`src/verilog/ppos_defs.svh`:
```
// Purpose: constants for downstream port power, overcurrent and split control
// Assumes: 8-bit configuration registers at 16-bit addresses
// Notes:   offsets, field positions, reset values and timing counts
`ifndef PPOS_DEFS_SVH
`define PPOS_DEFS_SVH

// register offsets
`define PPOS_ADDR_IGNORE_TIME     16'h30e1
`define PPOS_ADDR_MIN_WIDTH       16'h30ea
`define PPOS_ADDR_DBL_WINDOW      16'h30eb
`define PPOS_ADDR_PORT_SEP_EN     16'h3c48
`define PPOS_ADDR_GLOBAL_SEP_EN   16'h4141
`define PPOS_ADDR_P5_SS_SEL       16'h416e
`define PPOS_ADDR_P6_SS_SEL       16'h416f

// reset values
`define PPOS_RST_IGNORE_TIME      8'h0a
`define PPOS_RST_DBL_WINDOW       8'h14
`define PPOS_RST_MIN_WIDTH        8'h01
`define PPOS_RST_PORT_SEP_EN      8'h00
`define PPOS_RST_GLOBAL_SEP_EN    8'h00
`define PPOS_RST_P5_SS_SEL        8'h42
`define PPOS_RST_P6_SS_SEL        8'h06

// writable field masks and positions
`define PPOS_MASK_MIN_WIDTH       8'h0f
`define PPOS_MASK_PORT_SEP_EN     8'h60
`define PPOS_MASK_GLOBAL_SEP_EN   8'h01
`define PPOS_BIT_SEP_P5           5
`define PPOS_BIT_SEP_P6           6
`define PPOS_BIT_GLOBAL_SEP       0

// superspeed pin select codes
`define PPOS_SEL_P5_OPT_A         8'h42
`define PPOS_SEL_P5_OPT_B         8'h05
`define PPOS_SEL_P6_OPT_A         8'h06
`define PPOS_SEL_P6_OPT_B         8'h04

// timing
`define PPOS_TICK_NS              1000000
`define PPOS_CLK_NS               20

`endif

```
`src/verilog/ppos_pkg.sv`:
```
// Purpose: shared types for port power and overcurrent control
// Assumes: nothing beyond the constants header
// Notes:   one-hot qualifier states
package ppos_pkg;

    typedef logic [7:0] ppos_byte_t;

    typedef enum logic [2:0] {
        PPOS_QS_OFF   = 3'b001,
        PPOS_QS_LOCK  = 3'b010,
        PPOS_QS_ARMED = 3'b100
    } ppos_qstate_t;

endpackage

```
`src/verilog/ppos_top.sv`:
```
// Purpose: downstream port power, overcurrent qualification and port split
// Assumes: six downstream ports, index n-1 for port n; 50 MHz clock
// Notes:   sense pins are open drain, pull-up enable driven alongside
//
// Operation
// (RULE1) double-pulse window is 8 bits in 1 ms steps, reset 20 ms
// (RULE2) software never writes zero to window or lockout registers
// (RULE3) overcurrent ignored for lockout time after power-on, 1 ms steps, reset 10 ms
// (RULE4) one combined pin per port; driven low while port power is off
// (RULE5) power on: low driver off, pull-up on, pin open drain and sensed
// (RULE6) low on an enabled port pin from an open fuse means overcurrent
// (RULE7) poly-fuse setups set power-on-to-good descriptor fields to zero
// (RULE8) only ports 5 and 6 can be separated; other requests do nothing
// (RULE9) separated: combined pin powers USB 2.0 half, superspeed pin the other
// (RULE10) superspeed power pin is output only, never sensed
// (RULE11) port 5 select: 0x42 option A, 0x05 option B
// (RULE12) port 6 select: 0x06 option A, 0x04 option B
// (RULE13) per-port enable resets zero; bit 5 port 5, bit 6 port 6
// (RULE14) global enable bit 0 resets zero and gates the whole feature
// (RULE15) configuration written during hub configuration stage
// (RULE16) enabled pin sampled; low for programmed single width flags overcurrent
// (RULE17) two separate low groups within the window flag overcurrent
// (RULE18) ganged: one shared pin, its overcurrent flags every port
// (RULE19) 1 ms tick drives timers; lockout restarts at each power-on
// (RULE20) flag held until hub clears it; event raised when it sets
`timescale 1ns/1ps
`default_nettype none
`include "ppos_defs.svh"
module ppos_top
    import ppos_pkg::*;
#(
    parameter int MS_CYCLES = `PPOS_TICK_NS / `PPOS_CLK_NS
) (
    input  wire logic        clk_i,
    input  wire logic        arst_n_i,
    input  wire logic        cfg_wr_i,
    input  wire logic        cfg_rd_i,
    input  wire logic [15:0] cfg_addr_i,
    input  wire logic [7:0]  cfg_wdata_i,
    output logic      [7:0]  cfg_rdata_o,
    input  wire logic        gang_mode_i,
    input  wire logic [5:0]  port_power_on_i,
    input  wire logic [5:0]  ss_power_on_i,
    input  wire logic [5:0]  oc_clear_i,
    input  wire logic [5:0]  port_power_sense_pin_i,
    output logic      [5:0]  port_power_sense_pin_o,
    output logic      [5:0]  port_power_sense_pin_oe_o,
    output logic      [5:0]  port_power_sense_pin_pu_o,
    input  wire logic        shared_power_pin_i,
    output logic             shared_power_pin_o,
    output logic             shared_power_pin_oe_o,
    output logic             shared_power_pin_pu_o,
    output logic      [3:0]  superspeed_power_pin_o,
    output logic      [3:0]  superspeed_power_pin_oe_o,
    output logic      [1:0]  split_active_o,
    output logic      [5:0]  oc_flag_o,
    output logic      [5:0]  oc_event_o
);

    // configuration registers
    ppos_byte_t ignore_time_r, ignore_time_nxt;
    ppos_byte_t min_width_r, min_width_nxt;
    ppos_byte_t dbl_window_r, dbl_window_nxt;
    ppos_byte_t port_sep_r, port_sep_nxt;
    ppos_byte_t global_sep_r, global_sep_nxt;
    ppos_byte_t p5_sel_r, p5_sel_nxt;
    ppos_byte_t p6_sel_r, p6_sel_nxt;
    ppos_byte_t rdata_r, rdata_nxt;

    always_comb begin
        ignore_time_nxt = ignore_time_r;
        min_width_nxt   = min_width_r;
        dbl_window_nxt  = dbl_window_r;
        port_sep_nxt    = port_sep_r;
        global_sep_nxt  = global_sep_r;
        p5_sel_nxt      = p5_sel_r;
        p6_sel_nxt      = p6_sel_r;
        rdata_nxt       = rdata_r;
        if (cfg_wr_i) begin
            unique case (cfg_addr_i)
                `PPOS_ADDR_IGNORE_TIME:   ignore_time_nxt = cfg_wdata_i; // RULE3
                `PPOS_ADDR_MIN_WIDTH:     min_width_nxt = cfg_wdata_i & `PPOS_MASK_MIN_WIDTH;
                `PPOS_ADDR_DBL_WINDOW:    dbl_window_nxt = cfg_wdata_i; // RULE1
                `PPOS_ADDR_PORT_SEP_EN:   port_sep_nxt = cfg_wdata_i & `PPOS_MASK_PORT_SEP_EN; // RULE13
                `PPOS_ADDR_GLOBAL_SEP_EN: global_sep_nxt = cfg_wdata_i & `PPOS_MASK_GLOBAL_SEP_EN; // RULE14
                `PPOS_ADDR_P5_SS_SEL:     p5_sel_nxt = cfg_wdata_i; // RULE11
                `PPOS_ADDR_P6_SS_SEL:     p6_sel_nxt = cfg_wdata_i; // RULE12
                default: begin
                end
            endcase
        end
        if (cfg_rd_i) begin
            unique case (cfg_addr_i)
                `PPOS_ADDR_IGNORE_TIME:   rdata_nxt = ignore_time_r;
                `PPOS_ADDR_MIN_WIDTH:     rdata_nxt = min_width_r;
                `PPOS_ADDR_DBL_WINDOW:    rdata_nxt = dbl_window_r;
                `PPOS_ADDR_PORT_SEP_EN:   rdata_nxt = port_sep_r;
                `PPOS_ADDR_GLOBAL_SEP_EN: rdata_nxt = global_sep_r;
                `PPOS_ADDR_P5_SS_SEL:     rdata_nxt = p5_sel_r;
                `PPOS_ADDR_P6_SS_SEL:     rdata_nxt = p6_sel_r;
                default:                  rdata_nxt = 8'h00;
            endcase
        end
    end

    always_ff @(posedge clk_i or negedge arst_n_i) begin
        if (!arst_n_i) begin
            ignore_time_r <= `PPOS_RST_IGNORE_TIME; // RULE3
            min_width_r   <= `PPOS_RST_MIN_WIDTH;
            dbl_window_r  <= `PPOS_RST_DBL_WINDOW; // RULE1
            port_sep_r    <= `PPOS_RST_PORT_SEP_EN; // RULE13
            global_sep_r  <= `PPOS_RST_GLOBAL_SEP_EN; // RULE14
            p5_sel_r      <= `PPOS_RST_P5_SS_SEL;
            p6_sel_r      <= `PPOS_RST_P6_SS_SEL;
            rdata_r       <= 8'h00;
        end else begin
            ignore_time_r <= ignore_time_nxt;
            min_width_r   <= min_width_nxt;
            dbl_window_r  <= dbl_window_nxt;
            port_sep_r    <= port_sep_nxt;
            global_sep_r  <= global_sep_nxt;
            p5_sel_r      <= p5_sel_nxt;
            p6_sel_r      <= p6_sel_nxt;
            rdata_r       <= rdata_nxt;
        end
    end

    // 1 ms tick
    logic [15:0] ms_cnt_r, ms_cnt_nxt;
    logic        tick_r, tick_nxt;

    always_comb begin
        tick_nxt   = 1'b0;
        ms_cnt_nxt = ms_cnt_r + 16'h0001;
        if (ms_cnt_r >= 16'(MS_CYCLES - 1)) begin
            ms_cnt_nxt = 16'h0000;
            tick_nxt   = 1'b1; // RULE19
        end
    end

    always_ff @(posedge clk_i or negedge arst_n_i) begin
        if (!arst_n_i) begin
            ms_cnt_r <= 16'h0000;
            tick_r   <= 1'b0;
        end else begin
            ms_cnt_r <= ms_cnt_nxt;
            tick_r   <= tick_nxt;
        end
    end

    // overcurrent qualifiers: six port pins plus the shared pin
    logic       gang_on;
    logic [6:0] qual_en;
    logic [6:0] qual_pin;
    logic [6:0] qual_oc;

    assign gang_on  = gang_mode_i & (|port_power_on_i);
    assign qual_en  = {gang_on, port_power_on_i & {6{~gang_mode_i}}};
    assign qual_pin = {shared_power_pin_i, port_power_sense_pin_i};

    for (genvar g = 0; g < 7; g++) begin : g_qual
        ppos_oc_qual u_qual (
            .clk_i     (clk_i),
            .arst_n_i  (arst_n_i),
            .tick_i    (tick_r),
            .pwr_en_i  (qual_en[g]),
            .pin_i     (qual_pin[g]),
            .lockout_i (ignore_time_r),
            .window_i  (dbl_window_r),
            .width_i   (min_width_r[3:0]),
            .oc_o      (qual_oc[g])
        );
    end

    // flags, pins and split outputs
    logic [5:0] oc_set;
    logic [5:0] flag_r, flag_nxt;
    logic [5:0] event_r, event_nxt;
    logic [5:0] pin_oe_r, pin_oe_nxt;
    logic [5:0] pin_pu_r, pin_pu_nxt;
    logic       sh_oe_r, sh_oe_nxt;
    logic       sh_pu_r, sh_pu_nxt;
    logic [3:0] ss_r, ss_nxt;
    logic [3:0] ss_oe_r, ss_oe_nxt;
    logic [1:0] split_r, split_nxt;
    logic [3:0] ss_sel;

    always_comb begin
        oc_set    = gang_mode_i ? {6{qual_oc[6]}} : qual_oc[5:0]; // RULE6 RULE18
        flag_nxt  = (flag_r & ~oc_clear_i) | oc_set; // RULE20
        event_nxt = oc_set & ~flag_r; // RULE20
        pin_oe_nxt = ~port_power_on_i; // RULE4
        pin_pu_nxt = port_power_on_i; // RULE5
        sh_oe_nxt  = ~gang_on; // RULE18
        sh_pu_nxt  = gang_on;
        // only ports 5 and 6 have split hardware
        split_nxt[0] = global_sep_r[`PPOS_BIT_GLOBAL_SEP] & port_sep_r[`PPOS_BIT_SEP_P5]; // RULE8
        split_nxt[1] = global_sep_r[`PPOS_BIT_GLOBAL_SEP] & port_sep_r[`PPOS_BIT_SEP_P6]; // RULE14
        ss_sel[0] = split_nxt[0] & (p5_sel_r == `PPOS_SEL_P5_OPT_A); // RULE11
        ss_sel[1] = split_nxt[1] & (p6_sel_r == `PPOS_SEL_P6_OPT_A); // RULE12
        ss_sel[2] = split_nxt[0] & (p5_sel_r == `PPOS_SEL_P5_OPT_B); // RULE11
        ss_sel[3] = split_nxt[1] & (p6_sel_r == `PPOS_SEL_P6_OPT_B); // RULE12
        ss_oe_nxt = ss_sel; // RULE10
        ss_nxt    = ss_sel & {ss_power_on_i[5], ss_power_on_i[4],
                              ss_power_on_i[5], ss_power_on_i[4]}; // RULE9
    end

    always_ff @(posedge clk_i or negedge arst_n_i) begin
        if (!arst_n_i) begin
            flag_r   <= 6'h00;
            event_r  <= 6'h00;
            pin_oe_r <= 6'h3f;
            pin_pu_r <= 6'h00;
            sh_oe_r  <= 1'b1;
            sh_pu_r  <= 1'b0;
            ss_r     <= 4'h0;
            ss_oe_r  <= 4'h0;
            split_r  <= 2'h0;
        end else begin
            flag_r   <= flag_nxt;
            event_r  <= event_nxt;
            pin_oe_r <= pin_oe_nxt;
            pin_pu_r <= pin_pu_nxt;
            sh_oe_r  <= sh_oe_nxt;
            sh_pu_r  <= sh_pu_nxt;
            ss_r     <= ss_nxt;
            ss_oe_r  <= ss_oe_nxt;
            split_r  <= split_nxt;
        end
    end

    // low driver level is always zero
    logic [6:0] drive_low_r;

    always_ff @(posedge clk_i or negedge arst_n_i) begin
        if (!arst_n_i) begin
            drive_low_r <= 7'h00;
        end else begin
            drive_low_r <= 7'h00; // RULE4
        end
    end

    assign cfg_rdata_o               = rdata_r;
    assign port_power_sense_pin_o    = drive_low_r[5:0];
    assign port_power_sense_pin_oe_o = pin_oe_r;
    assign port_power_sense_pin_pu_o = pin_pu_r;
    assign shared_power_pin_o        = drive_low_r[6];
    assign shared_power_pin_oe_o     = sh_oe_r;
    assign shared_power_pin_pu_o     = sh_pu_r;
    assign superspeed_power_pin_o    = ss_r;
    assign superspeed_power_pin_oe_o = ss_oe_r;
    assign split_active_o            = split_r;
    assign oc_flag_o                 = flag_r;
    assign oc_event_o                = event_r;

endmodule
`default_nettype wire

```
`src/verilog/ppos_oc_qual.sv`:
```
// Purpose: overcurrent qualifier for one sense pin
// Assumes: tick_i is a one-cycle 1 ms strobe, pin_i synchronous
// Notes:   pulses oc_o per qualifying sample
`timescale 1ns/1ps
`default_nettype none
module ppos_oc_qual
    import ppos_pkg::*;
(
    input  wire logic       clk_i,
    input  wire logic       arst_n_i,
    input  wire logic       tick_i,
    input  wire logic       pwr_en_i,
    input  wire logic       pin_i,
    input  wire logic [7:0] lockout_i,
    input  wire logic [7:0] window_i,
    input  wire logic [3:0] width_i,
    output logic            oc_o
);

    ppos_qstate_t state_r, state_nxt;
    logic [7:0]   lock_r, lock_nxt;
    logic [7:0]   win_r, win_nxt;
    logic [3:0]   low_r, low_nxt;
    logic         first_r, first_nxt;
    logic         prev_r, prev_nxt;
    logic         oc_r, oc_nxt;

    always_comb begin
        state_nxt = state_r;
        lock_nxt  = lock_r;
        win_nxt   = win_r;
        low_nxt   = low_r;
        first_nxt = first_r;
        prev_nxt  = pin_i;
        oc_nxt    = 1'b0;
        unique case (state_r)
            PPOS_QS_OFF: begin
                if (pwr_en_i) begin
                    state_nxt = PPOS_QS_LOCK; // RULE19
                    lock_nxt  = lockout_i;
                end
            end
            PPOS_QS_LOCK: begin
                // pin ignored while locked out
                if (!pwr_en_i) begin
                    state_nxt = PPOS_QS_OFF;
                end else if (tick_i) begin
                    if (lock_r <= 8'h01) begin
                        state_nxt = PPOS_QS_ARMED; // RULE3
                        low_nxt   = 4'h0;
                        first_nxt = 1'b0;
                        prev_nxt  = 1'b1;
                    end else begin
                        lock_nxt = lock_r - 8'h01; // RULE3
                    end
                end
            end
            PPOS_QS_ARMED: begin
                if (!pwr_en_i) begin
                    state_nxt = PPOS_QS_OFF;
                end else begin
                    if (pin_i) begin
                        low_nxt = 4'h0;
                    end else if (tick_i && low_r != 4'hf) begin
                        low_nxt = low_r + 4'h1; // RULE19
                    end
                    if (!pin_i && low_r >= width_i) begin
                        oc_nxt = 1'b1; // RULE16
                    end
                    if (first_r && tick_i) begin
                        if (win_r <= 8'h01) begin
                            first_nxt = 1'b0; // RULE1
                        end else begin
                            win_nxt = win_r - 8'h01; // RULE1
                        end
                    end
                    if (!pin_i && prev_r) begin
                        if (first_r) begin
                            oc_nxt = 1'b1; // RULE17
                        end else begin
                            first_nxt = 1'b1; // RULE1
                            win_nxt   = window_i;
                        end
                    end
                end
            end
            default: begin
                state_nxt = PPOS_QS_OFF;
            end
        endcase
    end

    always_ff @(posedge clk_i or negedge arst_n_i) begin
        if (!arst_n_i) begin
            state_r <= PPOS_QS_OFF;
            lock_r  <= 8'h00;
            win_r   <= 8'h00;
            low_r   <= 4'h0;
            first_r <= 1'b0;
            prev_r  <= 1'b1;
            oc_r    <= 1'b0;
        end else begin
            state_r <= state_nxt;
            lock_r  <= lock_nxt;
            win_r   <= win_nxt;
            low_r   <= low_nxt;
            first_r <= first_nxt;
            prev_r  <= prev_nxt;
            oc_r    <= oc_nxt;
        end
    end

    assign oc_o = oc_r;

endmodule
`default_nettype wire

```
`config.mk`:
```
export PLATFORM = sky130hd
export DESIGN_NAME = ppos_top
export DESIGN_NICKNAME = d
export VERILOG_FILES = /design/src/verilog/ppos_pkg.sv /design/src/verilog/ppos_top.sv /design/src/verilog/ppos_oc_qual.sv
export VERILOG_INCLUDE_DIRS = /design/src /design/src/verilog
export SDC_FILE = /design/constraint.sdc
export NUM_CORES = 1
export LEC_CHECK = 0
export ABC_CLOCK_PERIOD_IN_PS = 5160
export BUFFER_PORTS_ARGS = -buffer_cell sky130_fd_sc_hd__buf_2
export CAP_MARGIN = 25
export CORE_MARGIN = 3
export CORE_UTILIZATION = 65
export CTS_BUF_LIST = sky130_fd_sc_hd__clkbuf_4
export CTS_CLUSTER_SIZE = 16
export DETAILED_ROUTE_END_ITERATION = 12
export GPL_TIMING_DRIVEN = 0
export PLACE_DENSITY = 0.94
export SLEW_MARGIN = 20
export SYNTH_ARGS = -nofsm -noshare
export SYNTH_HDL_FRONTEND = slang
export SYNTH_SLANG_ARGS = --single-unit
export TNS_END_PERCENT = 20
```
`constraint.sdc`:
```
create_clock -name clk_i -period 5.16 [get_ports clk_i]
set_input_delay 1.29 -clock clk_i [delete_from_list [all_inputs] [get_ports clk_i]]
set_output_delay 1.29 -clock clk_i [all_outputs]
set_load 0.05 [all_outputs]
```
==> reports/results.ini <==
[outcome]
status = completed

[place]
place_congestion = 0.970
dp_hpwl_mm = 30.3
io_buffers = 91
placed_area_mm2 = 0.0169

[critical_path]
endpoint_kind = flop
cpPeakStageDelay_ns = 0.71
reg2reg_slack_ns = 1.86
crit_type = reg -> reg
slowest_stage = clkbuf_1
crit_path_max_fanout = 10
reg2reg_depth = 6
cp_data_required_time_ns = 5.73
crit_start = tick_r$_DFF_PN0_
critical_path.cell_chain = buf_4 > buf_4 > clkbuf_1 > clkbuf_1 > a31oi_1 > a31oi_1
regToRegStartpoint = tick_r$_DFF_PN0_
start_kind = flop
arrival_ns = 3.86
regToRegEndpoint = g_qual[2].u_qual.low_r[2]$_DFFE_PN0P_

[synth]
synthFlopType = dfrtp_1
synth_fa_ha_area_frac = 0.0503
synth_seq_cells = 282
synth_top_family_by_area = compound AO/OA/AOI/OAI gates
synth-edff-count = 0
synthCells = 1737
synth_top_area_frac = 0.396
post_synth.cell_area_avg_um2 = 9.16
synth_area_mm2 = 0.0159
yosysSeqAreaShare = 0.446
ys_top_cells_by_area = dfrtp_1 40%, o21ai_0 5.7%, ha_1 5.0%, dfstp_2 5.0%, nor2_1 4.6%
synth_simple_gate_area_frac = 0.203
synth-compound-area-share = 0.209
synth_top_area_cell = dfrtp_1
muxShareOfSynthArea = 0.0377
async_flop_share = 1.00
ys_types = 89
synth-xor-area-share = 0.00991
yosys_warnings = 0

[floorplanning]
die-area_mm2 = 0.0264
core_region_area_mm2 = 0.0238
io_pins = 105
start_util = 0.670
die_h_um = 162
die_width_um = 162
rows = 56

[clocking]
htreeDepth = 3
cts_tree = yes
root_buffer = clkbuf_4
postCtsSetupBuffers = 0
path_clk_slew_ns = 0.06
ctsLongestPathBuffers = 3
cts_buffers = 76
cts_resized = 0
insertion_delay_ns = 0.73
cts_hold_buffers = 0
clock_sinks = 282

[sta]
fin_worst_skew_ns = 0.0627
fin_crit_sh = 0.639
whs_ns = 0.454
setup_viol = 0
worst_slew_pin_slew_ns = 1.12
fmax_ghz = 0.303
report.final.slew_viol_count = 0
hold_violations = 0
rsz0062_at_grt = no
fin_crit_ns = 3.30
slew-limit-headroom = 0.252

[route]
drt_iter0_markers = 1972
wl_per_cell_um = 19.8
route.detailed.drc = 0
drt_wl_total_mm = 45.4
routed_via_density = 6.56
firstDrtPassIters = 6
vias = 15062
antenna_left = 0

[final_layout]
final_nets = 2033
area_delta_synth_final_pct = 12.1
final_area_mm2 = 0.0178
final_layout_size_suffix_gt1_frac = 0.178
nFillCells = 1566

[min_path]
hp-class = reg -> reg
hp-start = oc_flag_o[2]$_DFF_PN0_
hold_end = oc_event_o[2]$_DFF_PN0_
hold_depth = 1

[global_routing]
antenna_found_initial = 2
grt_usage = 0.340
gr-total-overflow = 0
grt_pass1_vias = 14725
grt_first_pass_wirelength_mm = 72.9
grt_max_degree = 103

[power]
p_leak_nw = 7.92
p_per_area_mw_per_mm2 = 273
peakVddDrop_mv = 0.201

[flow_run]
max-cap-violations = 0

area by class of cell:
cell class,count,area [um2],area share
multi-input combinational,1288,8130,0.456
sequential,282,7090,0.398
clock buffer,110,826,0.0463
timing repair buffer,94,526,0.0295
tap,319,399,0.0224
buffer,80,360,0.0202
inverter,93,349,0.0196
clock inverter,29,153,0.00856
antenna,1,2.50,0.000140
flip-flops by register name (all words and copies together), names as in the netlist, 6 cells and up:
signal                     cells
g_qual.u_qual.low_r           28
ignore_time_r                  8
g_qual.u_qual.prev_r           7
dbl_window_r                   8
port_power_sense_pin_oe_o      6
g_qual.u_qual.first_r          7
g_qual.u_qual.win_r           56
oc_flag_o                      6
ms_cnt_r                      16
g_qual.u_qual.oc_o             7
cfg_rdata_o                    8
p6_sel_r                       8
p5_sel_r                       8
oc_event_o                     6
g_qual.u_qual.state_r         21
port_power_sense_pin_pu_o      6
g_qual.u_qual.lock_r          56
worst max-delay path, delay by kind of cell, from the launching register on:
| family | cells | cell delay [ns] |
|---|---|---|
| AO/OA/AOI/OAI | 2 | 0.56 |
| buffers and inverters | 4 | 2.01 |
| flip-flops | 1 | 0.59 |
layer usage:
metal	up-vias	track usage	wire (um)	share of wire
met4	0	0.189	2340	0.052
met5	-	0	0	0
met1	7210	0.435	16900	0.37
li1	6745	-	-	-
met2	894	0.530	21000	0.46
met3	213	0.0893	5070	0.11
logic make-up after synthesis:
family | count (synthesis)
mux | 55
buf+inv | 173
fa+ha+maj | 64
compound gates | 530
simple gates | 614
xor+xnor | 18
flops | 282
other cells | 1
cells in the mapped netlist, drive strengths merged (10+ instances only):
cell      n
dfrtp   252
nor2    196
o21ai   187
a21oi   145
inv      93
nand2    82
ha       64
nor3     60
clkbuf   50
mux2     39
nor2b    33
nor4     33
buf      30
dfstp    30
nand3    30
nand2b   27
nor3b    25
a31oi    23
o22ai    22
or3      19
o22a     18
a22oi    16
mux2i    16
or4      16
and2     14
nand4    14
xnor2    14
and3     13
or2      10
or3b     10
how the worst max path moves through the flow:
stage / end / slack, ns / cells past startpoint
floorplan: p6_sel_r[0]$_DFFE_PN0P_ / 2.24 / 6
global placement: superspeed_power_pin_o[2]$_DFF_PN0_ / -2.19 / 1
detailed placement: g_qual[6].u_qual.lock_r[6]$_DFFE_PN0P_ / 1.65 / 7
CTS: g_qual[2].u_qual.low_r[2]$_DFFE_PN0P_ / 2.09 / 6
global route: g_qual[3].u_qual.first_r$_DFFE_PN0P_ / 1.98 / 7
finish: g_qual[2].u_qual.low_r[2]$_DFFE_PN0P_ / 1.86 / 6
cells in the final DEF (no fill, tap or decap), drive strengths merged, types with 9 or more instances in the layout:
| cell type | Yosys | routed |
|---|---|---|
| a211oi | 9 | 9 |
| nand3 | 30 | 30 |
| dfrtp | 252 | 252 |
| inv | 93 | 94 |
| nand4 | 14 | 14 |
| and2 | 14 | 14 |
| clkbuf | 50 | 161 |
| o21ai | 187 | 187 |
| mux2i | 16 | 16 |
| nor3 | 60 | 60 |
| ha | 64 | 64 |
| nand2b | 27 | 27 |
| o22ai | 22 | 22 |
| mux2 | 39 | 39 |
| or3 | 19 | 19 |
| or3b | 10 | 10 |
| nor4 | 33 | 33 |
| nor2 | 196 | 196 |
| nand2 | 82 | 82 |
| a32oi | 9 | 9 |
| a31oi | 23 | 23 |
| nor3b | 25 | 25 |
| or2 | 10 | 10 |
| a22oi | 16 | 16 |
| and3 | 13 | 13 |
| nor2b | 33 | 33 |
| o41ai | 9 | 9 |
| dfstp | 30 | 30 |
| o311ai | 9 | 9 |
| o22a | 18 | 18 |
| clkinv | 0 | 26 |
| a21oi | 145 | 145 |
| or4 | 16 | 16 |
| buf | 30 | 123 |
| xnor2 | 14 | 14 |
through the flow:
step	instances	util	setup WS (ns)	setup TNS (ns)	total power [W]
final	2296	0.751	1.86	0	0.00486
after global routing	2296	0.751	1.98	0	0.00507
after CTS	2294	0.751	2.09	0	0.00487
after detailed placement	2155	0.709	1.65	0	0.00287
after global placement	2153	0.707	-2.19	-558.64	0.00283
after floorplan	1743	-	2.24	0	0.00269
report_power, final:
part | switching [W] | internal (W) | leakage (nW)
clock | 0.000974 | 0.00104 | 0.591
sequential | 0.0000581 | 0.00228 | 3.70
combinational | 0.000343 | 0.000167 | 3.63
total | 0.00138 | 0.00349 | 7.92
Power figures use the tool's default switching activity.
